$ cat config.mk
export PLATFORM = sky130hd
export DESIGN_NAME = uams_top
export DESIGN_NICKNAME = d
export VERILOG_FILES = /design/src/common/uams_pkg.sv /design/src/common/uams_track_if.sv /design/src/core/uams_match_track.sv /design/src/core/uams_top.sv
export SDC_FILE = /design/constraint.sdc
export NUM_CORES = 1
export LEC_CHECK = 0
export BUFFER_PORTS_ARGS = -buffer_cell sky130_fd_sc_hd__buf_2
export CAP_MARGIN = 30
export CORE_MARGIN = 2
export CORE_UTILIZATION = 46
export DETAILED_ROUTE_END_ITERATION = 10
export PLACE_DENSITY = 0.74
export SLEW_MARGIN = 10
export SYNTH_ARGS = -nofsm -noshare
export SYNTH_HDL_FRONTEND = slang
export SYNTH_HIERARCHICAL = 1
export SYNTH_SLANG_ARGS = --single-unit
$ cat constraint.sdc
create_clock -name clk -period 5.45 [get_ports clk]
set_input_delay 1.09 -clock clk [delete_from_list [all_inputs] [get_ports clk]]
set_output_delay 1.09 -clock clk [all_outputs]
set_load 0.02 [all_outputs]
$ cat src/common/uams_pkg.sv
// constants for the address-match and selection block
// assumes one 25 MHz system clock samples every pin of the host bus
package uams_pkg;

  // data path widths
  localparam int WORD_W = 12;
  localparam int BYTE_W = 8;
  localparam int RAW_W  = 10;

  // fill comma, raw ten-bit forms for both disparities and the byte form
  localparam logic [9:0] COMMA_RD_NEG = 10'h0fa;
  localparam logic [9:0] COMMA_RD_POS = 10'h305;
  localparam logic [7:0] COMMA_BYTE   = 8'hbc;

  // reset values
  localparam logic FILL_RD_RESET = 1'b0;
  localparam logic FLAG_N_RESET  = 1'b1;

  // positions of pins in the synchroniser vector
  localparam int PIN_AM       = 0;
  localparam int PIN_TX_FLUSH = 1;
  localparam int PIN_RX_FLUSH = 2;
  localparam int PIN_TX_EN    = 3;
  localparam int PIN_RX_EN    = 4;
  localparam int PIN_TX_CLK   = 5;
  localparam int PIN_RX_CLK   = 6;
  localparam int PIN_REF_CLK  = 7;
  localparam int PIN_REC_CLK  = 8;
  localparam int PIN_BYPASS_N = 9;
  localparam int PIN_PACKED   = 10;
  localparam int PIN_ENC_BYP  = 11;
  localparam int PIN_CASCADE  = 12;
  localparam int PIN_W        = 13;

endpackage

$ cat src/common/uams_track_if.sv
// match and selection signals of one direction
// assumes the main module drives samples and the tracker answers
`timescale 1ns/10ps
interface uams_track_if;
  logic sample;
  logic am_low;
  logic flush_req;
  logic enable_act;
  logic prior_only;
  logic match;
  logic flush_addressed;
  logic selected;
  logic am_seen;
  logic select_next;

  modport track (
    input  sample,
    input  am_low,
    input  flush_req,
    input  enable_act,
    input  prior_only,
    output match,
    output flush_addressed,
    output selected,
    output am_seen,
    output select_next
  );

  modport user (
    output sample,
    output am_low,
    output flush_req,
    output enable_act,
    output prior_only,
    input  match,
    input  flush_addressed,
    input  selected,
    input  am_seen,
    input  select_next
  );
endinterface

$ cat src/core/uams_match_track.sv
// match, flush-match and selection state of one bus direction
// assumes sample is a one-cycle pulse on each rising edge of the bus clock
`timescale 1ns/10ps
module uams_match_track (
  // clock and reset
  input wire logic     clk,
  input wire logic     rst,
  // direction signals
  uams_track_if.track  trk
);

  logic am_low_reg;
  logic match_reg;
  logic flush_reg;
  logic selected_reg;
  logic enable_prev_reg;
  wire  match_now;
  wire  match_ok;
  wire  entry;
  wire  select_next;
  wire  flush_next;

  assign match_now   = trk.am_low && !trk.flush_req;
  assign match_ok    = match_reg || (match_now && !trk.prior_only);
  assign entry       = trk.enable_act && !enable_prev_reg && match_ok && !flush_reg;
  assign select_next = trk.enable_act && (selected_reg || entry);
  assign flush_next  = trk.am_low && trk.flush_req && !select_next;

  always_ff @(posedge clk or posedge rst) begin
    if (rst) begin
      am_low_reg      <= 1'b0;
      match_reg       <= 1'b0;
      flush_reg       <= 1'b0;
      selected_reg    <= 1'b0;
      enable_prev_reg <= 1'b0;
    end else if (trk.sample) begin
      am_low_reg      <= trk.am_low;
      match_reg       <= match_now;
      flush_reg       <= flush_next;
      selected_reg    <= select_next;
      enable_prev_reg <= trk.enable_act;
    end
  end

  assign trk.match           = match_reg;
  assign trk.flush_addressed = flush_reg;
  assign trk.selected        = selected_reg;
  assign trk.am_seen         = am_low_reg;
  assign trk.select_next     = select_next;

  a_flush_select_excl: assert property (@(posedge clk) disable iff (rst)
    !(flush_reg && selected_reg)) else $error("selection and flush sequence together");

  a_match_follows_pins: assert property (@(posedge clk) disable iff (rst)
    trk.sample |=> match_reg == ($past(trk.am_low) && !$past(trk.flush_req)))
    else $error("match does not follow sampled pins");

  a_select_leaves_idle: assert property (@(posedge clk) disable iff (rst)
    trk.sample && !trk.enable_act |=> !selected_reg)
    else $error("selection kept after enable dropped");

  a_select_holds_on: assert property (@(posedge clk) disable iff (rst)
    selected_reg && trk.sample && trk.enable_act |=> selected_reg)
    else $error("selection lost while enable held");

endmodule

$ cat src/core/uams_top.sv
// address-match, flag driver and data selection control of the host port
// assumes every pin and bus clock is asynchronous to clk and is slower than clk/4
//
`timescale 1ns/10ps
module uams_top #(
  parameter int WORD_W = uams_pkg::WORD_W
) (
  // clock and reset
  input  wire logic              clk,
  input  wire logic              rst,
  // shared select pin
  input  wire logic              addr_match_n,
  // transmit pins
  input  wire logic              transmit_bus_clock,
  input  wire logic              reference_clock,
  input  wire logic              transmit_flush_req_n,
  input  wire logic              transmit_enable_n,
  input  wire logic [WORD_W-1:0] transmit_word_in,
  // transmit flags
  output      logic              transmit_queue_full_n,
  output      logic              transmit_queue_full_n_oe,
  output      logic              transmit_queue_empty_n,
  output      logic              transmit_queue_empty_n_oe,
  // receive pins
  input  wire logic              receive_bus_clock,
  output      logic              receive_bus_clock_out,
  output      logic              receive_bus_clock_oe,
  input  wire logic              receive_flush_req_n,
  input  wire logic              receive_enable_n,
  output      logic [WORD_W-1:0] receive_word_out,
  output      logic              receive_word_out_oe,
  // receive flags
  output      logic              receive_queue_full_n,
  output      logic              receive_queue_full_n_oe,
  output      logic              receive_queue_empty_n,
  output      logic              receive_queue_empty_n_oe,
  // mode straps
  input  wire logic              queue_bypass_n,
  input  wire logic              byte_packed_mode,
  input  wire logic              encoder_bypass,
  input  wire logic              cascade_timing_select,
  // recovered character clock
  input  wire logic              recovered_char_clock,
  // internal queue status
  input  wire logic              tx_queue_full,
  input  wire logic              tx_queue_empty,
  input  wire logic              rx_queue_full,
  input  wire logic              rx_queue_empty,
  // transmit queue write side
  output      logic              tx_queue_write,
  output      logic [WORD_W-1:0] tx_queue_word,
  // receive queue read side
  output      logic              rx_queue_read,
  input  wire logic [WORD_W-1:0] rx_queue_word,
  // bypass character stream
  output      logic              line_char_valid,
  output      logic [WORD_W-1:0] line_char,
  output      logic              line_char_is_fill,
  output      logic              line_char_is_raw
);

  if (WORD_W < uams_pkg::RAW_W) begin
    $error("WORD_W must hold a raw ten-bit character");
  end

  // pin synchronisers
  logic [uams_pkg::PIN_W-1:0] pin_s1_reg;
  logic [uams_pkg::PIN_W-1:0] pin_s2_reg;
  logic [uams_pkg::PIN_W-1:0] pin_s3_reg;
  logic [WORD_W-1:0]          word_s1_reg;
  logic [WORD_W-1:0]          word_s2_reg;
  wire  [uams_pkg::PIN_W-1:0] pin_raw;

  assign pin_raw = {cascade_timing_select, encoder_bypass, byte_packed_mode, queue_bypass_n,
                    recovered_char_clock, reference_clock, receive_bus_clock,
                    transmit_bus_clock, receive_enable_n, transmit_enable_n,
                    receive_flush_req_n, transmit_flush_req_n, addr_match_n};

  always_ff @(posedge clk or posedge rst) begin
    if (rst) begin
      pin_s1_reg  <= '0;
      pin_s2_reg  <= '0;
      pin_s3_reg  <= '0;
      word_s1_reg <= '0;
      word_s2_reg <= '0;
    end else begin
      pin_s1_reg  <= pin_raw;
      pin_s2_reg  <= pin_s1_reg;
      pin_s3_reg  <= pin_s2_reg;
      word_s1_reg <= transmit_word_in;
      word_s2_reg <= word_s1_reg;
    end
  end

  // decoded pins and modes
  wire cascade    = pin_s2_reg[uams_pkg::PIN_CASCADE];
  wire bypass     = !pin_s2_reg[uams_pkg::PIN_BYPASS_N];
  wire packed_on  = pin_s2_reg[uams_pkg::PIN_PACKED];
  wire enc_bypass = pin_s2_reg[uams_pkg::PIN_ENC_BYP];
  wire am_low     = !pin_s2_reg[uams_pkg::PIN_AM];
  wire tx_flush   = !pin_s2_reg[uams_pkg::PIN_TX_FLUSH];
  wire rx_flush   = !pin_s2_reg[uams_pkg::PIN_RX_FLUSH];
  wire tx_en_act  = pin_s2_reg[uams_pkg::PIN_TX_EN] ^ !cascade;
  wire rx_en_act  = pin_s2_reg[uams_pkg::PIN_RX_EN] ^ !cascade;

  // rising edges of the bus clocks
  wire [uams_pkg::PIN_W-1:0] pin_rise = pin_s2_reg & ~pin_s3_reg;
  wire tx_clk_rise  = pin_rise[uams_pkg::PIN_TX_CLK];
  wire ref_clk_rise = pin_rise[uams_pkg::PIN_REF_CLK];
  wire rx_clk_rise  = pin_rise[uams_pkg::PIN_RX_CLK];
  wire rec_clk_rise = pin_rise[uams_pkg::PIN_REC_CLK];
  wire tx_sync_mode = bypass && !packed_on;
  wire tx_sample    = tx_sync_mode ? ref_clk_rise : tx_clk_rise;
  wire rx_sample    = bypass ? rec_clk_rise : rx_clk_rise;

  // per-direction trackers
  uams_track_if tx_trk ();
  uams_track_if rx_trk ();

  assign tx_trk.sample     = tx_sample;
  assign tx_trk.am_low     = am_low;
  assign tx_trk.flush_req  = tx_flush;
  assign tx_trk.enable_act = tx_en_act;
  assign tx_trk.prior_only = 1'b0;
  assign rx_trk.sample     = rx_sample;
  assign rx_trk.am_low     = am_low;
  assign rx_trk.flush_req  = rx_flush;
  assign rx_trk.enable_act = rx_en_act;
  assign rx_trk.prior_only = bypass;

  uams_match_track u_tx_track (
    .clk (clk),
    .rst (rst),
    .trk (tx_trk)
  );

  uams_match_track u_rx_track (
    .clk (clk),
    .rst (rst),
    .trk (rx_trk)
  );

  // flag driver enables
  wire tx_flag_drive = tx_trk.match || tx_trk.flush_addressed;
  wire rx_flag_drive = bypass ? rx_trk.am_seen
                              : (rx_trk.match || rx_trk.flush_addressed);

  // flag pin levels by timing model
  wire tx_full_pin  = cascade ? tx_queue_full : !tx_queue_full;
  wire tx_empty_pin = cascade ? tx_queue_empty : !tx_queue_empty;
  wire rx_full_pin  = cascade ? rx_queue_full : !rx_queue_full;
  wire rx_empty_pin = cascade ? rx_queue_empty : !rx_queue_empty;

  always_ff @(posedge clk or posedge rst) begin
    if (rst) begin
      transmit_queue_full_n  <= uams_pkg::FLAG_N_RESET;
      transmit_queue_empty_n <= uams_pkg::FLAG_N_RESET;
      receive_queue_full_n   <= uams_pkg::FLAG_N_RESET;
      receive_queue_empty_n  <= uams_pkg::FLAG_N_RESET;
    end else begin
      transmit_queue_full_n  <= tx_full_pin;
      transmit_queue_empty_n <= tx_empty_pin;
      receive_queue_full_n   <= rx_full_pin;
      receive_queue_empty_n  <= rx_empty_pin;
    end
  end

  assign transmit_queue_full_n_oe  = tx_flag_drive;
  assign transmit_queue_empty_n_oe = tx_flag_drive;
  assign receive_queue_full_n_oe   = rx_flag_drive;
  assign receive_queue_empty_n_oe  = rx_flag_drive;

  // transmit queue writes and bypass character stream
  logic              tx_write_reg;
  logic [WORD_W-1:0] tx_word_reg;
  logic              char_valid_reg;
  logic [WORD_W-1:0] char_reg;
  logic              char_fill_reg;
  logic              char_raw_reg;
  logic              fill_rd_reg;
  wire               tx_load   = tx_sample && tx_trk.select_next;
  wire               send_word = tx_load && tx_en_act;
  wire               fill_rd_next;
  wire [WORD_W-1:0]  fill_char;

  // raw fills alternate; with encoder the encoder keeps disparity
  assign fill_rd_next = !fill_rd_reg;
  assign fill_char    = enc_bypass ? WORD_W'(fill_rd_reg ? uams_pkg::COMMA_RD_POS
                                                         : uams_pkg::COMMA_RD_NEG)
                                   : WORD_W'(uams_pkg::COMMA_BYTE);

  always_ff @(posedge clk or posedge rst) begin
    if (rst) begin
      tx_write_reg <= 1'b0;
      tx_word_reg  <= '0;
    end else begin
      tx_write_reg <= tx_load && !tx_sync_mode;
      tx_word_reg  <= tx_load ? word_s2_reg : tx_word_reg;
    end
  end

  always_ff @(posedge clk or posedge rst) begin
    if (rst) begin
      char_valid_reg <= 1'b0;
      char_reg       <= '0;
      char_fill_reg  <= 1'b0;
      char_raw_reg   <= 1'b0;
      fill_rd_reg    <= uams_pkg::FILL_RD_RESET;
    end else begin
      char_valid_reg <= tx_sample && tx_sync_mode;
      if (tx_sample && tx_sync_mode) begin
        char_reg      <= send_word ? word_s2_reg : fill_char;
        char_fill_reg <= !send_word;
        char_raw_reg  <= enc_bypass;
        fill_rd_reg   <= send_word ? fill_rd_reg : fill_rd_next;
      end
    end
  end

  assign tx_queue_write    = tx_write_reg;
  assign tx_queue_word     = tx_word_reg;
  assign line_char_valid   = char_valid_reg;
  assign line_char         = char_reg;
  assign line_char_is_fill = char_fill_reg;
  assign line_char_is_raw  = char_raw_reg;

  // receive reads, data bus and clock output
  logic              rx_read_reg;
  logic [WORD_W-1:0] rx_word_reg;
  logic              rx_clk_out_reg;
  wire               rx_take = rx_sample && rx_trk.select_next;

  always_ff @(posedge clk or posedge rst) begin
    if (rst) begin
      rx_read_reg    <= 1'b0;
      rx_word_reg    <= '0;
      rx_clk_out_reg <= 1'b0;
    end else begin
      rx_read_reg    <= rx_take && !bypass;
      rx_word_reg    <= rx_take ? rx_queue_word : rx_word_reg;
      rx_clk_out_reg <= pin_s2_reg[uams_pkg::PIN_REC_CLK];
    end
  end

  assign rx_queue_read         = rx_read_reg;
  assign receive_word_out      = rx_word_reg;
  assign receive_word_out_oe   = rx_trk.selected;
  assign receive_bus_clock_out = rx_clk_out_reg;
  assign receive_bus_clock_oe  = bypass;

  // history of the bypass character stream for the disparity check
  logic              chk_fill_raw_reg;
  logic [WORD_W-1:0] chk_char_reg;

  always_ff @(posedge clk or posedge rst) begin
    if (rst) begin
      chk_fill_raw_reg <= 1'b0;
      chk_char_reg     <= '0;
    end else if (line_char_valid) begin
      chk_fill_raw_reg <= line_char_is_fill && line_char_is_raw;
      chk_char_reg     <= line_char;
    end
  end

  // checks
  a_tx_flag_drive: assert property (@(posedge clk) disable iff (rst)
    tx_sample && !tx_flush |=> transmit_queue_full_n_oe == $past(am_low))
    else $error("transmit flag enable wrong");

  a_rx_flag_fifo: assert property (@(posedge clk) disable iff (rst)
    !bypass && rx_sample && !rx_flush |=> receive_queue_full_n_oe == $past(am_low))
    else $error("receive flag enable wrong");

  a_rx_flag_bypass: assert property (@(posedge clk) disable iff (rst)
    bypass && rx_sample |=> !$stable(bypass) || receive_queue_full_n_oe == $past(am_low))
    else $error("receive bypass flag enable not from match");

  a_rx_data_float: assert property (@(posedge clk) disable iff (rst)
    $rose(receive_word_out_oe) |-> $past(rx_sample) && $past(rx_en_act))
    else $error("receive bus driven without selection");

  a_rx_bypass_prior: assert property (@(posedge clk) disable iff (rst)
    bypass && rx_sample && !rx_trk.match && !rx_trk.selected |=> !receive_word_out_oe)
    else $error("receive bypass selected without prior match");

  a_rx_read_word: assert property (@(posedge clk) disable iff (rst)
    rx_take && !bypass |=> rx_queue_read && receive_word_out == $past(rx_queue_word))
    else $error("receive read word not presented");

  a_tx_refused: assert property (@(posedge clk) disable iff (rst)
    tx_sample && !am_low && !tx_trk.match && !tx_trk.selected |=> !tx_trk.selected)
    else $error("transmit selected without match");

  a_tx_write_word: assert property (@(posedge clk) disable iff (rst)
    tx_load && !tx_sync_mode |=> tx_queue_write && tx_queue_word == $past(word_s2_reg))
    else $error("selected transmit word not stored");

  a_no_write_bypass: assert property (@(posedge clk) disable iff (rst)
    tx_sync_mode ##1 tx_sync_mode |-> !tx_queue_write)
    else $error("queue written while bypassed");

  a_no_char_fifo: assert property (@(posedge clk) disable iff (rst)
    !tx_sync_mode ##1 !tx_sync_mode |-> !line_char_valid)
    else $error("bypass character sent with queue in use");

  a_word_sent_held: assert property (@(posedge clk) disable iff (rst)
    tx_sample && tx_sync_mode && tx_trk.selected && tx_en_act
    |=> line_char_valid && !line_char_is_fill && line_char == $past(word_s2_reg))
    else $error("held bypass word not sent");

  a_fill_when_idle: assert property (@(posedge clk) disable iff (rst)
    tx_sample && tx_sync_mode && !tx_en_act |=> line_char_valid && line_char_is_fill)
    else $error("idle bypass cycle sent no fill");

  a_fill_byte_form: assert property (@(posedge clk) disable iff (rst)
    line_char_valid && line_char_is_fill && !line_char_is_raw
    |-> line_char == WORD_W'(uams_pkg::COMMA_BYTE))
    else $error("encoded fill is not the comma byte");

  a_fill_alternates: assert property (@(posedge clk) disable iff (rst)
    line_char_valid && line_char_is_fill && line_char_is_raw && chk_fill_raw_reg
    |-> line_char != chk_char_reg)
    else $error("consecutive fills share disparity");

endmodule

==> summary.txt <==
Run status
  • Status: completed

Finish
  • Most frequent cells in the layout: dfrtp_1 (105), buf_2 (94), nand2_1 (23)
  • Antenna diodes: 0
  • Synth-to-Final Area Change: 19.8%
  • Post-layout instance area: 4450 sq um
  • Final core occ: 57.3%
  • Register Area: 2730 sq um
  • Multi-input logic area: 882 sq um
  • # nets final: 390
  • FILL cells: 634
  • Commonest non-fill, non-tap cell in the layout: dfrtp_1
  • Layout cells sized above 1: 42.9%

Placement
  • Dpl cell area: 4270 sq um
  • PortBufs: 94
  • Half-perimeter wire length after placement: 4.52 mm
  • Final RePlAce weighted congestion: 0.764
  • Worst slack, placed: 3120 ps

Clocking
  • Reg clk slew, reported paths: 100 ps
  • Worst-Skew Late Latency: 370 ps
  • CTS tree: yes
  • Hold_buf cts: 0
  • Post-CTS sizing: 0
  • CTS Buffer Depth: 2
  • H-tree depth: 3
  • Setup bufs post-CTS: 0
  • CTS Root Cell: clkbuf_8
  • CTS buffer count: 9
  • CTS Sinks: 109

Routing
  • Vias per std cell: 4.80
  • Post-route ant nets: 0
  • Drt pass-1 iters: 4
  • Initial DRC Count: 117
  • Number of remaining DRC errors: 0
  • Routed WL per cell: 13.9 um
  • Routed via count: 2,181
  • Final wirelength: 6.29 mm

Power
  • Power Density: 456 nW/um^2
  • Max rail drop VDD: 0.000213 V
  • P_leak: 2.22 nW

Setup path
  • Kind of critical path: reg2out
  • CP required: 4360 ps
  • Max FO, Critical Path: 8
  • Critical path, cell by cell: nor2_1 -> a21oi_1 -> buf_2
  • Crit-path slowest cell: dfrtp_1
  • CP Launch Type: flip-flop
  • Crit. End Element: output pin
  • Worst Path Buf+Inv: 1
  • WP data arrival: 1320 ps
  • Crit path largest cell delay: 500 ps
  • Top delay family on crit path: flip-flops

STA
  • Slew margin rel.: 49.7%
  • Fin. max-slew vios: 0
  • Final setup fails: 0
  • Setup tns final: 0 ps
  • Worst clock skew: 10.3 ps
  • Unrepaired setup endpoints after global routing: false
  • Slew @ Worst Pin: 754 ps
  • Fmax: 0.415 GHz
  • Final WS setup: 3040 ps
  • Endpoints failing hold: 0
  • Final period utilization: 44.2%
  • Tmin final: 2410 ps

Synth
  • Syn_nets: 292
  • Post-Syn Area: 3720 sq um
  • Synth warn: 6
  • Post-Syn Instances: 249
  • Mean Syn Cell Area: 14.9 sq um

Floorplan
  • Die Ht: 93.9 um
  • Die Wd: 93.9 um
  • Row cnt: 32
  • Initial Util: 47.9%
  • Io pins: 95
  • Core area: 7770 sq um
  • Die area: 8820 sq um

Worst hold path
  • Min-Delay Path Class: reg2reg

Global routing
  • Initial antenna violation count: 0
  • GRT Residual Overflow: 0
  • Largest net degree at the start of global routing: 65
  • First-pass GRT wire length: 10.1 mm
  • Number of global-route vias before repair: 2,093
  • All-layer global routing usage: 15.3%

Run
  • MaxCap Viol Count: 0
routing by layer:
metal	up-vias	wire, um	global-route usage (%)	share of wire (%)
met5	-	0	0	0
met4	0	140	9.42	2.2
met3	12	314	2.97	5.0
met2	62	2990	22.0	48
met1	1087	2850	21.7	45
li1	1020	-	-	-
worst reg2reg max path: stages (launching register included):
cell	delay, ps
dfrtp_1	490
xnor2_1	510
o211ai_1	210
nand2_1	210
nand2_1	200
o21a_1	240
a22o_1	180
through the flow:
step	std cells	hold WS [ps]	total power, mW
6_report	454	355	2.03
3_3_place_gp	438	333	1.59
5_1_grt	454	364	2.14
2_1_floorplan	249	331	1.41
4_1_cts	454	357	2.05
3_5_place_dp	438	335	1.61
power by group:
part	internal [mW]	leakage (nW)	switching (mW)
registers	0.966	1.29	0.0855
logic	0.223	0.838	0.310
clock network	0.176	0.0909	0.272
total	1.36	2.22	0.667
path summary, 6_finish.rpt:
path	from	end	slack [ps]	depth (start not counted)
setup reg to reg	pin_s2_reg[12]$_DFF_PP0_	line_char[2]$_DFFE_PP0P_	3310	6
max in group asynchronous	rst	pin_s2_reg[0]$_DFF_PP0_	3600	3
hold / removal	word_s1_reg[4]$_DFF_PP0_	word_s2_reg[4]$_DFF_PP0_	360	0
hold reg to reg	word_s1_reg[4]$_DFF_PP0_	word_s2_reg[4]$_DFF_PP0_	360	0
min in group asynchronous	rst	u_tx_track/trk.flush_addressed$_DFFE_PP0P_	650	2
setup / recovery	pin_s2_reg[9]$_DFF_PP0_	receive_queue_empty_n_oe	3040	3
final cells by class:
cell class,instances,area share (%)
clock buffer,10,2.87
clock inverter,6,1.26
inverter,12,1.07
multi-input combinational,120,19.8
sequential,109,61.4
tap,102,2.87
timing repair buffer,95,10.7
Note: power is estimated with default switching activity, not from simulation.
